## config.mk

```make
export PLATFORM = sky130hd
export DESIGN_NAME = mmtc_regs
export DESIGN_NICKNAME = d
export VERILOG_FILES = /design/src/hdl/mmtc_pkg.sv /design/src/hdl/mmtc_rms_timer.sv /design/src/hdl/mmtc_alarm.sv /design/src/hdl/mmtc_regs.sv
export VERILOG_INCLUDE_DIRS = /design/src /design/src/hdl
export SDC_FILE = /design/constraint.sdc
export NUM_CORES = 1
export LEC_CHECK = 0
export ABC_CLOCK_PERIOD_IN_PS = 3600
export BUFFER_PORTS_ARGS = -buffer_cell sky130_fd_sc_hd__clkbuf_2
export CORE_ASPECT_RATIO = 1.25
export CORE_MARGIN = 8
export CORE_UTILIZATION = 45
export DETAILED_ROUTE_END_ITERATION = 10
export GPL_ROUTABILITY_DRIVEN = 0
export GPL_TIMING_DRIVEN = 1
export PLACE_DENSITY = 0.7
export SYNTH_ARGS = -nofsm -noshare
export SYNTH_HDL_FRONTEND = slang
export SYNTH_HIERARCHICAL = 1
export SYNTH_SLANG_ARGS = --single-unit
export TNS_END_PERCENT = 5
```

## constraint.sdc

```tcl
create_clock -name clk_i -period 3.6 [get_ports clk_i]
set_clock_uncertainty 0.2 [all_clocks]
set_input_delay 0.72 -clock clk_i [delete_from_list [all_inputs] [get_ports clk_i]]
set_output_delay 0.72 -clock clk_i [all_outputs]
set_load 0.01 [all_outputs]
```

## src/hdl/mmtc_map.svh

```systemverilog
`ifndef MMTC_MAP_SVH
`define MMTC_MAP_SVH
// Register word addresses (index); byte address is four times the index.
`define MMTC_IDX_MODE       6'h18
`define MMTC_IDX_SOFTRST    6'h19
`define MMTC_IDX_WPROT      6'h1a
`define MMTC_IDX_TCTRL      6'h1b
`define MMTC_IDX_IRQ_STAT   6'h20
`define MMTC_IDX_IRQ_EN     6'h21
`define MMTC_IDX_IRQ_CLR    6'h22
`define MMTC_IDX_STATUS     6'h23
`define MMTC_IDX_TEMP_IN    6'h24
// Reset values, writable masks and keys.
`define MMTC_MODE_RST       16'h0000
`define MMTC_MODE_MASK      16'h1373
`define MMTC_TCTRL_RST      16'h07ff
`define MMTC_TCTRL_MASK     16'hffff
`define MMTC_WPROT_RST      8'h00
`define MMTC_WPROT_KEY      8'h55
`define MMTC_SOFTRST_KEY    24'h5a5a5a
// Field positions.
`define MMTC_CUR_FSEL_LSB   0
`define MMTC_VOL_FSEL_LSB   4
`define MMTC_FAST_SRC_BIT   6
`define MMTC_RMS_PER_BIT    8
`define MMTC_AC_FREQ_BIT    9
`define MMTC_PULSE_FN_BIT   12
`define MMTC_ALARM_SRC_BIT  14
`define MMTC_SENSOR_LSB     12
`define MMTC_THRESH_MSB     9
// Interrupt bits.
`define MMTC_IRQ_TEMP       0
`define MMTC_IRQ_RMS        1
`define MMTC_IRQ_WERR       2
`define MMTC_IRQ_W          3
// Timing.
`define MMTC_CLK_HZ         40000000
`define MMTC_RMS_SHORT_MS   400
`define MMTC_RMS_LONG_MS    800
`endif

```

## src/hdl/mmtc_pkg.sv

```systemverilog
package mmtc_pkg;
  typedef enum logic [1:0] {MMTC_HPF_A, MMTC_HPF_B, MMTC_LPF, MMTC_FULL} mmtc_fsel_t;
  typedef enum logic [1:0] {MMTC_PATH_HPF, MMTC_PATH_LPF, MMTC_PATH_FULL} mmtc_path_t;
  typedef enum logic [1:0] {MMTC_SENS_AUTO, MMTC_SENS_INT, MMTC_SENS_EXT} mmtc_sens_t;
  typedef enum logic {MMTC_BUS_IDLE, MMTC_BUS_ACK} mmtc_bus_t;
endpackage

```

## src/hdl/mmtc_rms_timer.sv

```systemverilog
`timescale 1ns/100ps
`include "mmtc_map.svh"
module mmtc_rms_timer
  import mmtc_pkg::*;
#(
  parameter int unsigned SHORT_CYC = `MMTC_CLK_HZ / 1000 * `MMTC_RMS_SHORT_MS,
  parameter int unsigned LONG_CYC  = `MMTC_CLK_HZ / 1000 * `MMTC_RMS_LONG_MS
)(
  input  wire logic clk_i,
  input  wire logic rst_i,
  input  wire logic ce_i,
  input  wire logic restart_i,
  input  wire logic long_i,
  output logic      tick_o
);
  typedef struct packed
  {
    logic [31:0] cnt;
    logic        tick;
  } mmtc_tmr_t;
  mmtc_tmr_t st_reg;
  mmtc_tmr_t st_next;
  logic [31:0] limit;

  always_comb
  begin
    limit = long_i ? LONG_CYC - 32'd1 : SHORT_CYC - 32'd1;
    st_next = st_reg;
    st_next.tick = 1'b0;
    if (restart_i)
    begin
      st_next.cnt = 32'h0;
    end
    else if (st_reg.cnt >= limit)
    begin
      st_next.cnt = 32'h0;
      st_next.tick = 1'b1;
    end
    else
    begin
      st_next.cnt = st_reg.cnt + 32'h1;
    end
  end

  always_ff @(posedge clk_i)
  begin
    if (rst_i)
      st_reg <= '0;
    else if (ce_i)
      st_reg <= st_next;
  end

  assign tick_o = st_reg.tick;
endmodule

```

## src/hdl/mmtc_alarm.sv

```systemverilog
`timescale 1ns/100ps
`include "mmtc_map.svh"
module mmtc_alarm
  import mmtc_pkg::*;
(
  input  wire logic       clk_i,
  input  wire logic       rst_i,
  input  wire logic       ce_i,
  input  wire logic [9:0] ext_temp_i,
  input  wire logic [9:0] threshold_i,
  input  wire logic       src_overcur_i,
  input  wire logic       overcur_i,
  input  wire logic       leak_i,
  output logic            alarm_o
);
  typedef struct packed
  {
    logic alarm;
  } mmtc_alm_t;
  mmtc_alm_t st_reg;
  mmtc_alm_t st_next;

  always_comb
  begin
    st_next = st_reg;
    if (src_overcur_i)
      st_next.alarm = overcur_i | leak_i;
    else
      st_next.alarm = (ext_temp_i >= threshold_i);
  end

  always_ff @(posedge clk_i)
  begin
    if (rst_i)
      st_reg <= '0;
    else if (ce_i)
      st_reg <= st_next;
  end

  assign alarm_o = st_reg.alarm;
endmodule

```

## src/hdl/mmtc_regs.sv

```systemverilog
`timescale 1ns/100ps
`include "mmtc_map.svh"
//////////////////////////////////////////////////////////////////////////////
module mmtc_regs
  import mmtc_pkg::*;
#(
  // Refresh periods in clock cycles; a bench may shorten them to reach several ticks.
  parameter int unsigned RMS_SHORT_CYC = `MMTC_CLK_HZ / 1000 * `MMTC_RMS_SHORT_MS,
  parameter int unsigned RMS_LONG_CYC  = `MMTC_CLK_HZ / 1000 * `MMTC_RMS_LONG_MS
)(
  input  wire logic        clk_i,
  input  wire logic        rst_i,
  input  wire logic        ce_i,
  input  wire logic        cyc_i,
  input  wire logic        stb_i,
  input  wire logic        we_i,
  input  wire logic [7:0]  adr_i,
  input  wire logic [3:0]  sel_i,
  input  wire logic [31:0] dat_i,
  output logic [31:0]      dat_o,
  output logic             ack_o,
  output logic             err_o,
  input  wire logic [9:0]  external_temperature_result_i,
  input  wire logic        overcur_i,
  input  wire logic        leak_i,
  input  wire logic        energy_pulse_i,
  output logic             energy_pulse_output_o,
  output mmtc_pkg::mmtc_path_t current_path_o,
  output mmtc_pkg::mmtc_path_t voltage_path_o,
  output logic             fast_rms_after_hpf_o,
  output logic             ac_freq_60_o,
  output mmtc_pkg::mmtc_sens_t sensor_select_o,
  output logic             temp_off_o,
  output logic [1:0]       temp_interval_o,
  output logic             rms_update_o,
  output logic             irq_o
);
  typedef struct packed
  {
    logic [15:0] mode;
    logic [15:0] tctrl;
    logic [7:0]  wprot;
    logic [3:0]  irq_stat;
    logic [3:0]  irq_en;
    logic [31:0] rdata;
    logic        ack;
    logic        err;
    logic        alarm_d;
    logic        pulse_out;
    mmtc_path_t  cur_path;
    mmtc_path_t  vol_path;
  } mmtc_st_t;
  mmtc_st_t st_reg;
  mmtc_st_t st_next;

  logic        rms_tick;
  logic        alarm;
  logic [5:0]  idx;
  logic        req;
  logic        wr;
  logic [31:0] wmask;
  logic [3:0]  ev;

  function automatic mmtc_path_t decode_path(input logic [1:0] f);
    mmtc_path_t p;
    p = MMTC_PATH_HPF;
    case (mmtc_fsel_t'(f))
      MMTC_LPF:  p = MMTC_PATH_LPF;
      MMTC_FULL: p = MMTC_PATH_FULL;
      default:   p = MMTC_PATH_HPF;
    endcase
    return p;
  endfunction

  function automatic logic [15:0] merge16(input logic [15:0] old, input logic [31:0] d,
                                          input logic [31:0] m, input logic [15:0] keep);
    return ((old & ~m[15:0]) | (d[15:0] & m[15:0])) & keep;
  endfunction

  mmtc_rms_timer
  #(
    .SHORT_CYC (RMS_SHORT_CYC),
    .LONG_CYC  (RMS_LONG_CYC)
  )
  u_rms_timer
  (
    .clk_i     (clk_i),
    .rst_i     (rst_i),
    .ce_i      (ce_i),
    .restart_i (wr && idx == `MMTC_IDX_MODE),
    .long_i    (st_reg.mode[`MMTC_RMS_PER_BIT]),
    .tick_o    (rms_tick)
  );

  mmtc_alarm u_alarm
  (
    .clk_i         (clk_i),
    .rst_i         (rst_i),
    .ce_i          (ce_i),
    .ext_temp_i    (external_temperature_result_i),
    .threshold_i   (st_reg.tctrl[`MMTC_THRESH_MSB:0]),
    .src_overcur_i (st_reg.tctrl[`MMTC_ALARM_SRC_BIT]),
    .overcur_i     (overcur_i),
    .leak_i        (leak_i),
    .alarm_o       (alarm)
  );

  assign idx = adr_i[7:2];
  assign req = cyc_i && stb_i && !st_reg.ack && !st_reg.err;
  assign wr  = req && we_i;
  assign wmask = {{8{sel_i[3]}}, {8{sel_i[2]}}, {8{sel_i[1]}}, {8{sel_i[0]}}};

  always_comb
  begin
    st_next = st_reg;
    st_next.ack = 1'b0;
    st_next.err = 1'b0;
    ev = '0;
    ev[`MMTC_IRQ_TEMP] = alarm && !st_reg.alarm_d;
    ev[`MMTC_IRQ_RMS] = rms_tick;
    st_next.alarm_d = alarm;
    // Pulse pin carries energy pulses until switched to alarm duty.
    st_next.pulse_out = st_reg.mode[`MMTC_PULSE_FN_BIT] ? alarm : energy_pulse_i;
    st_next.cur_path = decode_path(st_reg.mode[`MMTC_CUR_FSEL_LSB +: 2]);
    st_next.vol_path = decode_path(st_reg.mode[`MMTC_VOL_FSEL_LSB +: 2]);
    if (req)
    begin
      st_next.rdata = 32'h0;
      st_next.ack = 1'b1;
      case (idx)
        `MMTC_IDX_MODE:
        begin
          st_next.rdata = {16'h0, st_reg.mode};
          if (we_i && st_reg.wprot == `MMTC_WPROT_KEY)
            st_next.mode = merge16(st_reg.mode, dat_i, wmask, `MMTC_MODE_MASK);
          else if (we_i)
            ev[`MMTC_IRQ_WERR] = 1'b1;
        end
        `MMTC_IDX_TCTRL:
        begin
          st_next.rdata = {16'h0, st_reg.tctrl};
          if (we_i && st_reg.wprot == `MMTC_WPROT_KEY)
            st_next.tctrl = merge16(st_reg.tctrl, dat_i, wmask, `MMTC_TCTRL_MASK);
          else if (we_i)
            ev[`MMTC_IRQ_WERR] = 1'b1;
        end
        `MMTC_IDX_WPROT:
        begin
          st_next.rdata = {24'h0, st_reg.wprot};
          if (we_i && sel_i[0])
            st_next.wprot = dat_i[7:0];
        end
        `MMTC_IDX_SOFTRST:
        begin
          // Reads as zero; the key itself is never stored.
          if (we_i && sel_i[2:0] == 3'h7 && dat_i[23:0] == `MMTC_SOFTRST_KEY)
          begin
            st_next.mode  = `MMTC_MODE_RST;
            st_next.tctrl = `MMTC_TCTRL_RST;
            st_next.wprot = `MMTC_WPROT_RST;
          end
        end
        `MMTC_IDX_IRQ_STAT:
          st_next.rdata = {28'h0, st_reg.irq_stat};
        `MMTC_IDX_IRQ_EN:
        begin
          st_next.rdata = {28'h0, st_reg.irq_en};
          if (we_i && sel_i[0])
            st_next.irq_en = dat_i[3:0];
        end
        `MMTC_IDX_IRQ_CLR:
        begin
          if (we_i && sel_i[0])
            st_next.irq_stat = st_reg.irq_stat & ~dat_i[3:0];
        end
        `MMTC_IDX_STATUS:
          st_next.rdata = {29'h0, st_reg.pulse_out, overcur_i | leak_i, alarm};
        `MMTC_IDX_TEMP_IN:
          st_next.rdata = {22'h0, external_temperature_result_i};
        default:
        begin
          st_next.ack = 1'b0;
          st_next.err = 1'b1;
        end
      endcase
    end
    // Set wins over a clear in the same cycle.
    st_next.irq_stat = st_next.irq_stat | ev;
  end

  always_ff @(posedge clk_i)
  begin
    if (rst_i)
    begin
      st_reg          <= '0;
      st_reg.mode     <= `MMTC_MODE_RST;
      st_reg.tctrl    <= `MMTC_TCTRL_RST;
      st_reg.wprot    <= `MMTC_WPROT_RST;
    end
    else if (ce_i)
    begin
      st_reg <= st_next;
    end
  end

  ////////////////////////////////////////////////////////////////////////////
  assign dat_o                 = st_reg.rdata;
  assign ack_o                 = st_reg.ack;
  assign err_o                 = st_reg.err;
  assign energy_pulse_output_o = st_reg.pulse_out;
  assign current_path_o        = st_reg.cur_path;
  assign voltage_path_o        = st_reg.vol_path;
  assign fast_rms_after_hpf_o  = st_reg.mode[`MMTC_FAST_SRC_BIT];
  assign ac_freq_60_o          = st_reg.mode[`MMTC_AC_FREQ_BIT];
  // Codes 00 and 01 both mean automatic selection.
  assign sensor_select_o = st_reg.tctrl[`MMTC_SENSOR_LSB + 1]
                         ? (st_reg.tctrl[`MMTC_SENSOR_LSB] ? MMTC_SENS_EXT : MMTC_SENS_INT)
                         : MMTC_SENS_AUTO;
  assign temp_off_o            = st_reg.tctrl[15];
  assign temp_interval_o       = st_reg.tctrl[11:10];
  assign rms_update_o          = rms_tick;
  assign irq_o                 = |(st_reg.irq_stat & st_reg.irq_en);
endmodule

```

==> metrics.md <==
| Metric | Value |
|---|---|
| Outcome | complete, no violations |
| Clk pin slew, worst setup/hold paths | 0.08 ns |
| Hold path depth | 2 |
| WS Path Type | reg -> reg |
| Worst skew pair latency | 0.35 ns |
| Post-CTS Hold Fix Bufs | 0 |
| CTS buffer count | 9 |
| Worst-case hold path end point | dat_o[9] |
| Detailed Route Iter0 Violations | 317 |
| Most frequent cells after synthesis | 98 x dfxtp_1, 64 x nand2_1, 60 x nor2_1 |
| Wirelength per Cell | 17.6 µm |
| Die width | 115 µm |
| Syn Inst Count | 668 |
| Multi-input gate area | 0.00303 mm² |
| PortBufs | 83 |
| Vias in the first global route | 4983 |
| Largest family of logic cells by synthesized area | simple AND/OR/NAND/NOR gates |
| Nature of the critical path endpoint | flip-flop |
| Die area | 0.0160 mm² |
| CP max-delay cell | dfxtp_1 |
| GRT Total Usage | 18.9% |
| Post-Syn Area | 0.00550 mm² |
| HPWL Detailed | 11.9 mm |
| Largest net degree at the start of global routing | 60 |
| Area fraction in compound gates after synthesis | 20.6% |
| Synth Area in Adders | 4.09% |
| Post-synthesis sequential area ratio | 35.7% |
| Root Driver | clkbuf_16 |
| Total Power | 2.20 mW |
| First-pass DRT Iterations | 5 |
| Final WS setup | 0.619 ns |
| Worst-path fanout max | 8 |
| Placed Area | 0.00581 mm² |
| Io pins | 111 |
| Setup violators final | 0 |
| Pleak | 2.43 nW |
| Post-CTS sizing | 0 |
| Final Cell Area | 0.00610 mm² |
| Setup slack at placement | 0.521 ns |
| DRC viols | 0 |
| Leading area contributor after synthesis | dfxtp_1 |
| Ranking of synthesized cells by area | dfxtp_1 36%, buf_4 5.3%, nand2_1 4.4% |
| Num rows | 45 |
| Min cycle time layout | 2.98 ns |
| Worst R2R Start | st_reg[80] |
| Chip height | 140 µm |
| Initial antenna violation count | 0 |
| CTS max path bufs | 2 |
| Number of synthesized flops with an enable pin | 0 |
| Buf/Inv on CP | 1 |
| Worst min path class | reg -> reg |
| Final hold vios | 0 |
| Max VDD drop | 0.000180 V |
| Clock sink total | 98 |
| Maximum clock rate | 335 MHz |
| Setup bufs post-CTS | 0 |
| CTS H-Tree Depth | 3 |
| Syn Area/Cell | 8.24 µm² |
| P per Cell Area | 361 mW/mm² |
| Worst Path Required | 3.64 ns |
| Count leader, synth | dfxtp_1 |
| DR vias | 5178 |
| Synth warn | 6 |
| Final-stage net count | 792 |
| CTS tree | yes |
| Post-synthesis mux area share | 2.59% |
| Cell chain of the critical path | inv_1, ha_1, nor4bb_1, o21ai_0, a31oi_1, nand4bb_1, nor2_1, a32o_1 |
| Grt ovf | 0 |
| Count of different cell masters after synthesis | 70 |
| Std-Cell Core Area | 0.0120 mm² |
| Worst-Margin Slew | 0.813 ns |
| R2r worst-path depth | 8 |
| Vias per cell | 5.88 |
| Antenna viol nets, final | 0 |
| Setup TNS | 0 ns |
| Reg2reg end | u_rms_timer/st_reg[26] |
| Detailed Route WL | 15.5 mm |
| Post-Synth XOR/XNOR Area | 0.478% |
| FF+latch count, synth | 98 |
| Crit path arrival time | 3.02 ns |
| Number of max-cap violations | 0 |
| # fillers | 1183 |
| Worst rel slew slack | 45.6% |
| Max-slew violations | 0 |
| Share of post-route cells with drive strength above 1 | 18.4% |
| Hold Crit Start | dat_o[9] |
| Post-synth top area share | 35.7% |
| RSZ-0062 raised after global routing | false |
| WHS | 0.257 ns |
| Max reg flops | 36 |
| CP Launch Type | flip-flop |
| Synth Area in Simple Gates | 26.3% |
| Tcrit/Tclk final | 82.8% |
| Area Overhead vs Synth | 10.8% |
| Diodes inserted | 0 |
| Starting density of the core | 45.7% |
| Fraction of registers with async set/reset | 0% |
| Crit path largest cell delay | 0.49 ns |
| CP delay by family, top | simple AND/OR/NAND/NOR gates |
| R2r setup slk | 0.62 ns |
| First-pass GRT wire length | 24.4 mm |
| Register area | 0.00196 mm² |
| Ys flop type | dfxtp_1 |
[kinds of logic after synthesis]
kind of cell             count (synthesis)
other                                    1
adder cells (fa/ha/maj)                 18
buffers and inverters                  106
XOR/XNOR                                 3
flip-flops                              98
AND/OR/NAND/NOR                        262
AO/OA/AOI/OAI                          166
multiplexers                            14
[worst max path at each step]
stage	to	depth (start not counted)	startpoint	slack, ns
global route	u_rms_timer/st_reg[26]	8	st_reg[80]	0.48
CTS	u_rms_timer/st_reg[26]	8	st_reg[80]	0.69
finish	u_rms_timer/st_reg[26]	8	st_reg[80]	0.62
detailed placement	st_reg[76]	7	adr_i[4]	0.52
floorplan	u_rms_timer/st_reg[25]	11	adr_i[4]	0.75
global placement	ac_freq_60_o	6	dat_i[15]	0.57
[power breakdown]
group / total [mW] / switching (mW) / internal (mW)
combinational: 0.173 / 0.115 / 0.0575
clock: 0.941 / 0.459 / 0.481
sequential: 1.09 / 0.00386 / 1.09
[through the flow]
stage | utilization (%) | instances
finish | 50.6 | 880
global route | 50.6 | 880
CTS | 50.6 | 880
detailed placement | 48.3 | 864
global placement | 48.3 | 864
floorplan | - | 683
[cell usage in the layout, fill, tap and decap left out, types with 5 or more instances in the layout]
cell type and instances:
a21oi_1 39, and2_1 7, o21a_1 5, ha_1 18, nand4_1 7, or3_1 5, a22o_1 7, nand3_1 33
o21ai_0 24, a22oi_1 22, inv_1 27, and4_1 6, dfxtp_1 98, o32ai_1 10, buf_4 13, clkbuf_16 9
conb_1 16, nor4_1 7, clkbuf_2 83, a31oi_1 22, nor3_1 11, mux2i_1 12, nor2_1 60, nand2b_1 10
nand2_1 64, and3_1 12
[routing by layer]
metal | GRT usage [%] | wire [µm] | vias up
li1 | - | - | 2472
met1 | 20.7 | 5930 | 2468
met2 | 32.4 | 7830 | 189
met3 | 3.33 | 926 | 49
met5 | 0 | 0 | -
met4 | 12.6 | 813 | 0
[cell type report]
type | instances | area share [%]
clock buffers | 9 | 3.69
multi-input cells | 479 | 49.7
repair buffers | 96 | 8.41
clock inverters | 7 | 0.964
flip-flops and latches | 98 | 32.2
well taps | 164 | 3.36
inverters | 27 | 1.66
[worst min-delay path: stages, from the launching register on]
cell and delay (ns):
dfxtp_1 0.31, nand2_1 0.05, a21oi_1 0.05
Power figures use the tool's default switching activity.
